===== config.mk =====
export PLATFORM = sky130hd
export DESIGN_NAME = acc_conversion_control
export DESIGN_NICKNAME = d
export VERILOG_FILES = /design/src/logic/acc_pkg.sv /design/src/logic/acc_conversion_control.sv
export VERILOG_INCLUDE_DIRS = /design/src /design/src/logic
export SDC_FILE = /design/constraint.sdc
export NUM_CORES = 1
export LEC_CHECK = 0
export CAP_MARGIN = 25
export CORE_AREA = 2 2 101 103
export CTS_CLUSTER_DIAMETER = 120
export DETAILED_ROUTE_END_ITERATION = 16
export DIE_AREA = 0 0 103 105
export DONT_BUFFER_PORTS = 1
export PLACE_DENSITY = 0.57
export RECOVER_POWER = 50
export SYNTH_ARGS = -nofsm -noshare
export SYNTH_HDL_FRONTEND = slang
export SYNTH_SLANG_ARGS = --single-unit

===== constraint.sdc =====
create_clock -name CLK -period 5.4 [get_ports CLK]
set_input_delay 1.08 -clock CLK [delete_from_list [all_inputs] [get_ports CLK]]
set_output_delay 1.08 -clock CLK [all_outputs]
set_load 0.005 [all_outputs]

===== src/logic/acc_defines.svh =====
// address, field and reset constants for the converter control block
`ifndef ACC_DEFINES_SVH
`define ACC_DEFINES_SVH
`define ACC_SFR_PAGE 8'h00
`define ACC_ADDR_CTRL 8'hE8
`define ACC_ADDR_RES_HIGH 8'hBE
`define ACC_ADDR_RES_LOW 8'hBD
`define ACC_CTRL_RESET 8'h00
`define ACC_BIT_ON 3'h7
`define ACC_BIT_BURST 3'h6
`define ACC_BIT_DONE 3'h5
`define ACC_BIT_BUSY 3'h4
`define ACC_BIT_WINDOW 3'h3
`define ACC_BIT_LJST 3'h2
`define ACC_TRIG_SOFT 2'h0
`define ACC_TRIG_TMR1 2'h1
`define ACC_TRIG_EXT 2'h2
`define ACC_TRIG_TMR2 2'h3
`define ACC_RPT_1 2'h0
`define ACC_RPT_4 2'h1
`define ACC_RPT_8 2'h2
`define ACC_RPT_16 2'h3
`endif


===== src/logic/acc_pkg.sv =====
// types shared by the converter control block
`default_nettype none
package acc_pkg;
  typedef struct packed {
    logic converter_on;
    logic burst_mode_on;
    logic conv_done_flag;
    logic conv_busy_bit;
    logic window_match_flag;
    logic left_align_sel;
    logic [1:0] conv_trigger_sel;
  } acc_ctrl_type;

  typedef enum logic [1:0] {ST_IDLE, ST_CONV, ST_WAIT} acc_state_type;
endpackage
`default_nettype wire


===== src/logic/acc_conversion_control.sv =====
// converter control register, trigger selection and accumulation sequencer
//
// Contract
// - trigger mode 00 starts a conversion only on a software one to busy.
// - trigger mode 01 starts a conversion on each timer 1 overflow.
// - trigger mode 10 starts only on rising edges of the convert pin.
// - trigger mode 11 starts a conversion on each timer 2 overflow.
// - done flag is set when a conversion set finishes.
// - done flag stays set until software clears it; hardware never clears it.
// - control register on page 0x00 with byte read and write plus single-bit write access.
// - repeat count selects 1, 4, 8 or 16 accumulated conversions per set.
// - without burst each conversion needs a trigger; burst self-times the set.
// - left-aligned result: high byte bits 11:4, low byte bits 3:0 then zeros.
`include "acc_defines.svh"
`default_nettype none
module acc_conversion_control
  import acc_pkg::*;
(
  input wire logic CLK,
  input wire logic RSTN,
  input wire logic [7:0] SFR_PAGE,
  input wire logic [7:0] SFR_ADDR,
  input wire logic SFR_WR,
  input wire logic SFR_RD,
  input wire logic [7:0] SFR_WDATA,
  input wire logic BIT_WR,
  input wire logic [7:0] BIT_ADDR,
  input wire logic BIT_VAL,
  output logic [7:0] SFR_RDATA,
  input wire logic [1:0] ACCUM_REPEAT_COUNT,
  input wire logic TMR1_OVF,
  input wire logic TMR2_OVF,
  input wire logic EXT_CONVERT_PIN,
  output logic SAR_START,
  input wire logic SAR_DONE,
  input wire logic [11:0] SAR_DATA,
  output logic CONV_DONE_FLAG
);

  // ----------------------------------------
  // register access decode
  // ----------------------------------------
  function automatic logic [7:0] apply_write(input logic [7:0] cur, input logic byte_wr,
                                              input logic [7:0] wdata, input logic bit_wr,
                                              input logic [2:0] sel, input logic val);
    logic [7:0] res;
    res = cur;
    if (byte_wr)
    begin
      res = wdata;
    end
    if (bit_wr)
    begin
      res[sel] = val;
    end
    return res;
  endfunction

  logic page_ok;
  logic ctrl_byte_wr;
  logic ctrl_bit_wr;
  logic [7:0] wr_merge;
  logic busy_wr1;
  logic done_clr;
  assign page_ok = (SFR_PAGE == `ACC_SFR_PAGE);
  assign ctrl_byte_wr = SFR_WR && page_ok && (SFR_ADDR == `ACC_ADDR_CTRL);
  assign ctrl_bit_wr = BIT_WR && page_ok && (BIT_ADDR[7:3] == 5'(`ACC_ADDR_CTRL >> 3));

  // ----------------------------------------
  // state
  // ----------------------------------------
  acc_ctrl_type ctrl_ff, nxt_ctrl;
  acc_state_type state_ff, nxt_state;
  logic [3:0] cnt_ff, nxt_cnt;
  logic [15:0] acc_ff, nxt_acc;
  logic [7:0] res_hi_ff, nxt_res_hi;
  logic [7:0] res_lo_ff, nxt_res_lo;
  logic [7:0] rdata_ff, nxt_rdata;
  logic ext_s1_ff, ext_s2_ff, ext_s3_ff;

  assign wr_merge = apply_write(ctrl_ff, ctrl_byte_wr, SFR_WDATA, ctrl_bit_wr, BIT_ADDR[2:0], BIT_VAL);
  // only an explicit one to busy
  assign busy_wr1 = (ctrl_bit_wr && (BIT_ADDR[2:0] == `ACC_BIT_BUSY)) ? BIT_VAL :
                    (ctrl_byte_wr && SFR_WDATA[`ACC_BIT_BUSY]);
  assign done_clr = (ctrl_byte_wr || ctrl_bit_wr) && !wr_merge[`ACC_BIT_DONE];

  // ----------------------------------------
  // trigger selection
  // ----------------------------------------
  logic ext_rise;
  logic trig;
  logic [3:0] tgt;
  logic last_conv;
  logic [15:0] acc_sum;
  assign ext_rise = ext_s2_ff && !ext_s3_ff;

  always_comb
  begin
    case (ctrl_ff.conv_trigger_sel)
      `ACC_TRIG_SOFT: trig = busy_wr1;
      `ACC_TRIG_TMR1: trig = TMR1_OVF;
      `ACC_TRIG_EXT: trig = ext_rise;
      `ACC_TRIG_TMR2: trig = TMR2_OVF;
      default: trig = 1'b0;
    endcase
    trig = trig && ctrl_ff.converter_on;
  end

  always_comb
  begin
    case (ACCUM_REPEAT_COUNT)
      `ACC_RPT_1: tgt = 4'h0;
      `ACC_RPT_4: tgt = 4'h3;
      `ACC_RPT_8: tgt = 4'h7;
      `ACC_RPT_16: tgt = 4'hF;
      default: tgt = 4'h0;
    endcase
  end

  assign last_conv = (cnt_ff == tgt);
  assign acc_sum = (cnt_ff == 4'h0) ? {4'h0, SAR_DATA} : acc_ff + {4'h0, SAR_DATA};

  // ----------------------------------------
  // sequencer and register next values
  // ----------------------------------------
  logic set_done;
  always_comb
  begin
    nxt_state = state_ff;
    nxt_cnt = cnt_ff;
    nxt_acc = acc_ff;
    nxt_res_hi = res_hi_ff;
    nxt_res_lo = res_lo_ff;
    SAR_START = 1'b0;
    set_done = 1'b0;
    case (state_ff)
      ST_IDLE:
      begin
        if (trig)
        begin
          SAR_START = 1'b1;
          nxt_cnt = 4'h0;
          nxt_state = ST_CONV;
        end
      end
      ST_CONV:
      begin
        if (SAR_DONE)
        begin
          nxt_acc = acc_sum;
          if (last_conv)
          begin
            set_done = 1'b1;
            nxt_state = ST_IDLE;
            if (ctrl_ff.left_align_sel)
            begin
              nxt_res_hi = SAR_DATA[11:4];
              nxt_res_lo = {SAR_DATA[3:0], 4'h0};
            end
            else
            begin
              nxt_res_hi = acc_sum[15:8];
              nxt_res_lo = acc_sum[7:0];
            end
          end
          else
          begin
            nxt_cnt = cnt_ff + 4'h1;
            if (ctrl_ff.burst_mode_on)
            begin
              SAR_START = 1'b1;
            end
            else
            begin
              nxt_state = ST_WAIT;
            end
          end
        end
      end
      ST_WAIT:
      begin
        if (trig)
        begin
          SAR_START = 1'b1;
          nxt_state = ST_CONV;
        end
      end
      default: nxt_state = ST_IDLE;
    endcase
  end

  always_comb
  begin
    nxt_ctrl = acc_ctrl_type'(wr_merge);
    nxt_ctrl.conv_busy_bit = (nxt_state != ST_IDLE);
    nxt_ctrl.conv_done_flag = set_done || (ctrl_ff.conv_done_flag && !done_clr) ||
                              (!ctrl_ff.conv_done_flag && wr_merge[`ACC_BIT_DONE]);
    nxt_rdata = rdata_ff;
    if (SFR_RD && page_ok)
    begin
      case (SFR_ADDR)
        `ACC_ADDR_CTRL: nxt_rdata = ctrl_ff;
        `ACC_ADDR_RES_HIGH: nxt_rdata = res_hi_ff;
        `ACC_ADDR_RES_LOW: nxt_rdata = res_lo_ff;
        default: nxt_rdata = 8'h00;
      endcase
    end
  end

  always_ff @(posedge CLK or negedge RSTN)
  begin
    if (!RSTN)
    begin
      ctrl_ff <= acc_ctrl_type'(`ACC_CTRL_RESET);
      state_ff <= ST_IDLE;
      cnt_ff <= 4'h0;
      acc_ff <= 16'h0000;
      res_hi_ff <= 8'h00;
      res_lo_ff <= 8'h00;
      rdata_ff <= 8'h00;
      ext_s1_ff <= 1'b0;
      ext_s2_ff <= 1'b0;
      ext_s3_ff <= 1'b0;
    end
    else
    begin
      ctrl_ff <= nxt_ctrl;
      state_ff <= nxt_state;
      cnt_ff <= nxt_cnt;
      acc_ff <= nxt_acc;
      res_hi_ff <= nxt_res_hi;
      res_lo_ff <= nxt_res_lo;
      rdata_ff <= nxt_rdata;
      ext_s1_ff <= EXT_CONVERT_PIN;
      ext_s2_ff <= ext_s1_ff;
      ext_s3_ff <= ext_s2_ff;
    end
  end

  assign SFR_RDATA = rdata_ff;
  assign CONV_DONE_FLAG = ctrl_ff.conv_done_flag;
endmodule
`default_nettype wire


Word level (Yosys, flattened, before mapping)

Cells that the tools add are included.

Order comparisons: 2
Bitwise operators: 0
Add/subtract/negate cells: 2
Equality and inequality tests: 17
Shift operators: 0
Multipliers: 0
Reduce and logical (&&, ||, !) cells: 31
Divide/modulo/power cells: 0
Multiplexer cells: 29

Operators by type and width:

| cell                                                 | number |
|---|---|
| two-way mux 8 bit                                    | 4 |
| equality test 8 bit (second input constant)          | 3 |
| one-hot mux 8 bit (3 select lines)                   | 1 |
| adder 16 x 12 -> 16 bit                              | 1 |
| two-way mux 16 bit                                   | 1 |
| one-hot mux 4 bit (4 select lines)                   | 1 |
| logical AND 1 bit                                    | 13 |
| two-way mux 4 bit                                    | 3 |
| equality test 2 bit (second input constant)          | 5 |
| two-way mux 1 bit                                    | 9 |
| bitwise mux 8 bit                                    | 1 |
| logical NOT 8 bit                                    | 1 |
| two-way mux 2 bit                                    | 4 |
| one-hot mux 4 bit (2 select lines)                   | 1 |
| equality test 2 x 1 -> 1 bit (second input constant) | 3 |
| logical NOT 2 bit                                    | 3 |
| != test 2 bit (second input constant)                | 3 |
| equality test 5 bit (second input constant)          | 1 |
| adder 4 x 1 -> 4 bit (second input constant)         | 1 |
| equality test 4 bit                                  | 1 |
| logical NOT 1 bit                                    | 4 |
| logical NOT 4 bit                                    | 1 |
| < comparator 3 x 4 -> 1 bit (second input constant)  | 1 |
| one-hot mux 1 bit (4 select lines)                   | 1 |
| 11 further kinds                                     | 14 |

Logic and storage cells: 97
Memories: 0
Register bits after elaboration: 57
Memory bits (read-only): 0
Memory bits (writable): 0
Bits in latches: 0

Depth between registers and ports, before layout

Gate-level depths: netlist of the first run.

Depth after elaboration: 12
Depth in mapped cells: 8

Worst setup path after synthesis of the first run

Ideal clock, no wire load.

Path kind: in2out
From: in SFR_ADDR[1]
To: out SAR_START
Cell stages on the path: 7
Setup slack: 1881 ps
Required time: 4320 ps
Buffers on the path: 1
Arrival time: 2439 ps
Cells stage by stage: or4b_1 nor3_1 and3_1 buf_6 a31oi_1 nand2b_4 o22ai_1

Longest elaborated chain between the ends: 8

RTL lines:

| what                               | line                                                         | RTL |
|---|---|---|
| from (decl)                        | acc_conversion_control.sv:22                                 | `input wire logic [7:0] SFR_ADDR,` |
| equality test 8 bit                | -                                                            |  |
| logical AND 1 bit                  | acc_conversion_control.sv:66                                 | `` assign ctrl_byte_wr = SFR_WR && page_ok && (SFR_ADDR == `ACC_ADDR_CTRL); `` |
| logical AND 1 bit                  | acc_conversion_control.sv:84                                 | `` (ctrl_byte_wr && SFR_WDATA[`ACC_BIT_BUSY]); `` |
| two-way mux 1 bit                  | acc_conversion_control.sv:83                                 | `` assign busy_wr1 = (ctrl_bit_wr && (BIT_ADDR[2:0] == `ACC_BIT_BUSY)) ? BIT_VAL : `` |
| one-hot mux 1 bit (4 select lines) | acc_conversion_control.sv:99                                 | `case (ctrl_ff.conv_trigger_sel)` |
| logical AND 1 bit                  | acc_conversion_control.sv:106                                | `trig = trig && ctrl_ff.converter_on;` |
| two-way mux 1 bit                  | acc_conversion_control.sv:139, acc_conversion_control.sv:182 |  |
| one-hot mux 1 bit (2 select lines) | acc_conversion_control.sv:136                                | `case (state_ff)` |
| to (decl)                          | acc_conversion_control.sv:34                                 | `output logic SAR_START,` |

No other way between the ends.

Final worst setup path of the first run

Same ends and word-level chain as after synthesis.

==> flow_metrics.tcl, run 1 <==
set metrics [dict create \
    status "finished clean" \
    worst-path-max-fanout 8 \
    coreArea_um2 9640 \
    hold_buffers 0 \
    drt-total-wl_um 9360 \
    gp_congestion 0.877 \
    leakage_nw 1.65 \
    worst-path-buf-inv 0 \
    fin_setup_tns_ns 0 \
    synthTopCellsByArea "dfrtp_1 39%, nand2_1 5.0%, ha_1 4.8%, o21ai_0 4.8%, mux2i_1 4.6%" \
    vias_per_cell 5.74 \
    grt_max_degree 58 \
    yosys.area.top_type "dfrtp_1" \
    rsz0062_at_grt "false" \
    hold_path.class "register to register" \
    timing.final.crit_share_pct 72.4 \
    hold_viol_final 0 \
    yosysWarnings 0 \
    dp_worst_setup_slack_ns 1.50 \
    skew_ns 0.00876 \
    post-dp-hpwl_um 6940 \
    min_path_cells 0 \
    die_h_um 105 \
    cts_root_buffer "clkbuf_8" \
    cts.sinks 57 \
    pwr-share-seq_pct 42.6 \
    dr.pass1.iters 5 \
    required_ns 4.32 \
    p_per_area_nw_per_um2 274 \
    seq_area_frac_synth_pct 38.9 \
    cts_tree "done" \
    fin_area_um2 4000 \
    first_iter_violations 208 \
    drc 0 \
    area_growth_pct 8.96 \
    power_mw 1.10 \
    ios 66 \
    synth_seq_cells 57 \
    final_util_pct 41.5 \
    drive_gt1_share_pct 8.91 \
    port_buffers 0 \
    synthAdderAreaFrac_pct 5.32 \
    max_cap_viol_count 0 \
    synth.avg_cell_area_um2 9.09 \
    rows 36 \
    yosysTopAreaCellShare_pct 38.9 \
    p_comb_share_pct 14.9 \
    clock.fmax_ghz 0.256 \
    start_kind "primary input" \
    ir_worst_vdd_uv 90.1 \
    r2r_cells 4 \
    cts_buffers 9 \
    cp.arrival_ns 2.83 \
    cp_slowest_stage_delay_ns 0.51 \
    synth.distinct_cells 66 \
    synth_top_family_by_area "compound AO/OA/AOI/OAI gates" \
    yosys_most_used_dff "dfrtp_1" \
    synth_edf_count 0 \
    die_x_um 103 \
    grt_pass1_vias 2959 \
    async_flop_share_pct 100 \
    setup_viol 0 \
    antenna_found_initial 0 \
    cp.depth 6 \
    yosys.area_share.simple_pct 22.2 \
    crit_chain "or4b_1, nor3_1, and3_1, a31oi_1, nand2b_4, o22ai_1" \
    p_int_mw 0.799 \
    htreeDepth 3 \
    nets 470 \
    cts_buffer_depth 2 \
    synth_xor_area_share_pct 1.67 \
    slew_headroom_pct 36.9 \
    place_area_um2 3770 \
    grt_pass1_wl_um 15100 \
    synth_cells 404 \
    endpoint_kind "primary output" \
    vias 3084 \
    synth_compound_area_share_pct 23.2 \
    netlist_area_um2 3670 \
    fin_ws_ns 1.49 \
    die_area_um2 10800 \
    num_antenna_cells 0 \
    p_sw_share_pct 27.1 \
    crit_type "primary input to primary output" \
    clk_latency_ns 0.34 \
    routedWlPerCell_um 17.4 \
    crit_family "simple AND/OR/NAND/NOR gates" \
    post-cts-setup-buffer-count 0 \
    p_sw_mw 0.297 \
    overflow 0 \
    finalMaxSlewViolations 0 \
    post_cts_resized 0 \
    critPathSlowestCell "or4b_1" \
    initial_utilization_pct 38.1 \
    layout_min_cycle_time_ns 3.91 \
    syn_nets 475 \
    synthMuxAreaShare_pct 5.56 \
    antenna_left 0 \
    worst_slew_pin_slew_ns 0.944 \
    clkPwrFrac_pct 42.5 \
    path_clk_slew_ns 0.07 \
    fill_cells 987 \
    gr-usage-all-layers_pct 18.0 \
]
## per-layer routing
metal | global-route usage, % | vias up | routed length [um]
li1 | - | 1504 | -
met1 | 24.4 | 1484 | 4320
met2 | 27.6 | 85 | 4290
met3 | 4.21 | 11 | 631
met4 | 6.77 | 0 | 128
met5 | 0 | - | 0
## logic make-up after synthesis
| group | after synthesis |
|---|---|
| AO/OA/AOI/OAI | 124 |
| multiplexers | 20 |
| adder cells (fa/ha/maj) | 15 |
| AND/OR/NAND/NOR | 152 |
| buffers and inverters | 29 |
| flip-flops | 57 |
| XOR/XNOR | 7 |
## worst register-to-register path: cells and delay by family, from the launching register on
family	cells	cell delay, ns
buffers and inverters	1	0.15
DFF	1	0.47
muxes	1	0.41
and+or+nand+nor	2	1.48
## synthesized netlist by cell type, drive strengths merged (5+ instances only)
master  instances
and3            5
ha             14
a31oi           9
mux2i          17
a222oi          8
and2            7
nand2          49
xnor2           7
nand3          19
nor3b           7
clkbuf         13
a21oi          23
o21ai          36
o211ai          9
o31ai           7
nand2b          5
inv            12
nor2           26
dfrtp          57
or3             6
## stage by stage
stage / hold WS, ns / instances
2_1_floorplan: 0.331 / 404
3_3_place_gp: 0.333 / 521
3_5_place_dp: 0.337 / 521
4_1_cts: 0.353 / 537
5_1_grt: 0.364 / 537
6_report: 0.350 / 537
## worst paths after layout
check / start / to / slack, ns
max in group asynchronous: RSTN / acc_ff[11]$_DFFE_PN0P_ / 4.86
setup / recovery: SFR_ADDR[1] / SAR_START / 1.49
min in group asynchronous: RSTN / res_lo_ff[3]$_DFFE_PN0P_ / 0.44
hold / removal: ext_s1_ff$_DFF_PN0_ / ext_s2_ff$_DFF_PN0_ / 0.35
hold reg to reg: ext_s1_ff$_DFF_PN0_ / ext_s2_ff$_DFF_PN0_ / 0.35
setup reg to reg: state_ff[1]$_DFF_PN0_ / res_lo_ff[6]$_DFFE_PN0P_ / 2.77
## power groups by stage
stage | registers [mW] | clock network (mW) | logic (mW)
2_1_floorplan | 0.468 | 0 | 0.133
3_3_place_gp | 0.474 | 0 | 0.159
3_5_place_dp | 0.474 | 0 | 0.162
4_1_cts | 0.466 | 0.478 | 0.162
5_1_grt | 0.469 | 0.498 | 0.184
6_report | 0.467 | 0.466 | 0.163
## state kept, by name (all words and copies together) (netlist names)
register	flops
state_ff	2
ext_s3_ff	1
res_lo_ff	8
ext_s2_ff	1
ctrl_ff	7
acc_ff	16
cnt_ff	4
res_hi_ff	8
ext_s1_ff	1
SFR_RDATA	8
CONV_DONE_FLAG	1
## cells in the final DEF, fill, tap and decap left out, drive strengths merged, types with 5 or more instances in the layout
cell    instances
inv            12
nor3b           7
mux2i          17
clkbuf         11
dfrtp          57
and2            7
xnor2           7
a21oi          23
o31ai           7
and3            5
nand2b          5
nand2          49
o21ai          36
a222oi          8
ha             14
nor2           26
o211ai          9
a31oi           9
nand3          19
or3             6
## area by class of cell
| class | count | area [um2] | share of cell area (%) |
|---|---|---|---|
| clock inverter | 5 | 77.6 | 1.94 |
| clock buffer | 11 | 151 | 3.78 |
| multi-input combinational | 318 | 2130 | 53.1 |
| inverter | 12 | 45.0 | 1.13 |
| sequential | 57 | 1430 | 35.7 |
| tap | 133 | 166 | 4.16 |
| timing repair buffer | 1 | 7.51 | 0.188 |
Power figures use the tool's default switching activity.
==> run 2, diff against run 1 <==
PLACE_DENSITY = 0.59   (was 0.57)
clock period = 3.58 ns   (was 5.4 ns; I/O delays follow)
==> flow_metrics.tcl, run 2 (synthesis results as in run 1) <==
set metrics [dict create \
    status "finished clean" \
    post-dp-hpwl_um 7050 \
    cts.sinks 57 \
    vias_per_cell 5.87 \
    num_antenna_cells 0 \
    hold_buffers 0 \
    setup_viol 0 \
    start_kind "primary input" \
    coreArea_um2 9640 \
    die_h_um 105 \
    fin_setup_tns_ns 0 \
    slew_headroom_pct 37.1 \
    path_clk_slew_ns 0.07 \
    overflow 0 \
    largest_reg_flops 16 \
    rows 36 \
    worst_slew_pin_slew_ns 0.943 \
    dp_worst_setup_slack_ns 0.708 \
    power_mw 1.61 \
    nets 472 \
    dr.pass1.iters 5 \
    leakage_nw 1.65 \
    antenna_found_initial 0 \
    finalMaxSlewViolations 0 \
    cts_root_buffer "clkbuf_8" \
    antenna_left 0 \
    ios 66 \
    die_area_um2 10800 \
    fill_cells 994 \
    final_cell_mix "57 x dfrtp_1, 49 x nand2_1, 35 x o21ai_0, 25 x nor2_1, 22 x a21oi_1" \
    vias 3164 \
    worst-path-max-fanout 5 \
    post-cts-setup-buffer-count 0 \
    hold_slack_ns 0.0601 \
    htreeDepth 3 \
    clk_latency_ns 0.35 \
    drt-total-wl_um 9590 \
    post_cts_resized 0 \
    port_buffers 0 \
    hold_viol_final 0 \
    grt_pass1_wl_um 15500 \
    ff_latch_area_um2 1430 \
    cts_buffer_depth 2 \
    skew_ns 0.00753 \
    required_ns 2.86 \
    fin_ws_ns 0.714 \
    endpoint_kind "primary output" \
    ir_worst_vdd_uv 142 \
    clock.fmax_ghz 0.349 \
    routedWlPerCell_um 17.8 \
    max_cap_viol_count 0 \
    final_util_pct 41.5 \
    grt_max_degree 58 \
    cp.arrival_ns 2.15 \
    crit_type "primary input to primary output" \
    p_per_area_nw_per_um2 404 \
    area_growth_pct 8.86 \
    cts_buffers 9 \
    cts_tree "done" \
    gp_congestion 0.879 \
    multi_input_area_um2 2130 \
    layout_min_cycle_time_ns 2.87 \
    hold_path.class "primary input to asynchronous set/reset pin" \
    gr-usage-all-layers_pct 18.5 \
    timing.final.crit_share_pct 80.1 \
    final_common_cell "dfrtp_1" \
    regMostFlops "acc_ff" \
    first_iter_violations 280 \
    drc 0 \
    rsz0062_at_grt "false" \
    die_x_um 103 \
    grt_pass1_vias 3139 \
    drive_gt1_share_pct 9.11 \
    initial_utilization_pct 38.1 \
]
run 2: cell count changes in the layout (fill, tap and decap cells not counted):
cell      before  now
buf_4          1    3
clkbuf_8      11    9
clkbuf_1       0    1
clkinv_2       2    3
run 2: stage by stage:
| stage | cells | area (um2) |
|---|---|---|
| 6_report | 539 | 4000 |
| 5_1_grt | 539 | 4000 |
| 4_1_cts | 539 | 4000 |
| 3_5_place_dp | 523 | 3790 |
| 3_3_place_gp | 523 | 3790 |
| 2_1_floorplan | 404 | 3670 |
run 2: area by class of cell:
| class | count | share of cell area (%) |
|---|---|---|
| Clock buffer | 10 | 3.19 |
| Clock inverter | 6 | 2.07 |
| Inverter | 12 | 1.13 |
| Multi-Input combinational cell | 318 | 53.2 |
| Sequential cell | 57 | 35.7 |
| Tap cell | 133 | 4.16 |
| Timing Repair Buffer | 3 | 0.564 |
run 2: per-layer routing:
layer  vias up  wire length (um)  global-route usage [%]
met5         -                 0                       0
met4         0               139                    6.11
met3        15               805                    5.02
met2       125              4510                    29.8
met1      1518              4140                    23.7
li1       1506                 -                       -
run 2: critical path, cell delays in order:
cell and delay (ns):
or4b_1 0.52, nor3_1 0.15, and3_1 0.21, a31oi_1 0.15, nand2b_4 0.19, o22ai_1 0.21
run 2: where the power goes:
part | internal (mW) | switching [mW] | leakage (nW)
clock network | 0.388 | 0.274 | 0.106
registers | 0.675 | 0.0286 | 0.763
logic | 0.103 | 0.145 | 0.786
run 2: path summary, 6_finish.rpt:
| kind | start | end | slack (ns) | cells past startpoint |
|---|---|---|---|---|
| max reg2reg | acc_ff[0]$_DFFE_PN0P_ | res_hi_ff[4]$_DFFE_PN0P_ | 1.05 | 8 |
| min reg2reg | ext_s1_ff$_DFF_PN0_ | ext_s2_ff$_DFF_PN0_ | 0.35 | 0 |
| min in group CLK | ext_s1_ff$_DFF_PN0_ | ext_s2_ff$_DFF_PN0_ | 0.35 | 0 |
| max in group asynchronous | RSTN | cnt_ff[2]$_DFFE_PN0P_ | 3.40 | 0 |
| min | RSTN | acc_ff[15]$_DFFE_PN0P_ | 0.06 | 0 |
| max | SFR_ADDR[1] | SAR_START | 0.71 | 6 |
==> run 3, diff against run 2 <==
clock period = 2.6 ns   (was 3.58 ns; I/O delays follow)
==> flow_metrics.tcl, run 3 (synthesis results as in run 1) <==
set metrics [dict create \
    clk_latency_ns 0.34 \
    final_common_cell "dfrtp_1" \
    cts_root_buffer "clkbuf_8" \
    p_per_area_nw_per_um2 542 \
    num_antenna_cells 0 \
    regMostFlops "acc_ff" \
    rsz0062_at_grt "false" \
    port_buffers 0 \
    htreeDepth 3 \
    routedWlPerCell_um 17.3 \
    worst-path-max-fanout 5 \
    drc 0 \
    overflow 0 \
    area_growth_pct 11.1 \
    vias 3127 \
    finalNonFillerCells 551 \
    dr.pass1.iters 5 \
    finalMaxSlewViolations 0 \
    drt-total-wl_um 9530 \
    fin_setup_tns_ns 0 \
    post-cts-setup-buffer-count 0 \
    gp_congestion 0.894 \
    timing.final.crit_share_pct 94.2 \
    grt_max_degree 58 \
    worst_slew_pin_slew_ns 1.43 \
    layout_min_cycle_time_ns 2.45 \
    die_x_um 103 \
    status "finished clean" \
    first_iter_violations 257 \
    fin_area_um2 4080 \
    die_h_um 105 \
    largest_reg_flops 16 \
    endpoint_kind "primary output" \
    initial_utilization_pct 38.1 \
    antenna_left 0 \
    path_clk_slew_ns 0.07 \
    max_cap_viol_count 0 \
    drive_gt1_share_pct 12.0 \
    cts_buffers 9 \
    gr-usage-all-layers_pct 18.0 \
    rows 36 \
    leakage_nw 1.70 \
    post-dp-hpwl_um 7200 \
    cts_buffer_depth 2 \
    setup_viol 0 \
    grt_pass1_wl_um 15200 \
    hold_viol_final 0 \
    cts.sinks 57 \
    skew_ns 0.0123 \
    clock.fmax_ghz 0.408 \
    slew_headroom_pct 4.49 \
    cp.arrival_ns 1.93 \
    place_inst 534 \
    place_area_um2 3870 \
    coreArea_um2 9640 \
    final_cell_mix "57 x dfrtp_1, 49 x nand2_1, 34 x o21ai_0, 25 x nor2_1, 22 x a21oi_1" \
    start_kind "primary input" \
    nets 484 \
    ios 66 \
    cts_tree "done" \
    crit_type "primary input to primary output" \
    antenna_found_initial 0 \
    vias_per_cell 5.68 \
    grt_pass1_vias 3079 \
    required_ns 2.08 \
    ir_worst_vdd_uv 194 \
    hold_path.class "primary input to register" \
    die_area_um2 10800 \
]
## run 3: path summary, 6_finish.rpt
path,start,end,slack [ns],cells after the start
max,SFR_ADDR[1],SAR_START,0.15,6
min,EXT_CONVERT_PIN,ext_s1_ff$_DFF_PN0_,0.20,0
max reg2reg,acc_ff[0]$_DFFE_PN0P_,acc_ff[14]$_DFFE_PN0P_,0.21,9
min reg2reg,ext_s1_ff$_DFF_PN0_,ext_s2_ff$_DFF_PN0_,0.36,0
max in group asynchronous,RSTN,SFR_RDATA[1]$_DFFE_PN0P_,1.22,1
min in group asynchronous,RSTN,acc_ff[10]$_DFFE_PN0P_,0.51,1
## run 3: timing repair
item                                   CTS  global route
hold buffers                             1             0
setup endpoints to repair                0             5
endpoints found under the hold margin   57             0
gates resized for setup                  0             1
## run 3: report_power, final
part	leakage [nW]	internal [mW]	switching, mW
logic	0.844	0.154	0.217
registers	0.763	0.929	0.0401
clock network	0.0949	0.470	0.399
total	1.70	1.55	0.656
## run 3: metrics by stage
stage | utilization [%] | setup WS, ns | hold WS (ns) | power, mW
after floorplan | - | 0.139 | 0.224 | 1.25
after global placement | 40.1 | 0.0256 | 0.228 | 1.33
after detailed placement | 40.1 | 0.0105 | 0.228 | 1.33
after CTS | 42.5 | 0.130 | 0.0340 | 2.23
after global routing | 42.3 | 0.0307 | 0.186 | 2.31
final | 42.3 | 0.151 | 0.204 | 2.21
## run 3: critical path, stage by stage
cell and delay [ns]:
or4b_1 0.51, nor3_1 0.13, and3_1 0.21, a31oi_1 0.15, nand2b_4 0.19, o22ai_1 0.22
## run 3: area by class of cell
cell class                 count  area, um2
fill                         992       5560
multi-input combinational    318       2130
sequential                    57       1430
clock buffer                  10        138
clock inverter                 6       66.3
inverter                      12       45.0
tap                          133        166
timing repair buffer          15        110
## run 3: metal layers
layer  up-vias  part of all wire, %  global-route usage (%)  wire [um]
li1       1541                    -                       -          -
met1      1478                   45                    23.7       4290
met2        93                   47                    28.8       4510
met3        15                  6.2                    3.95        588
met4         0                  1.5                    6.77        144
met5         -                    0                       0          0
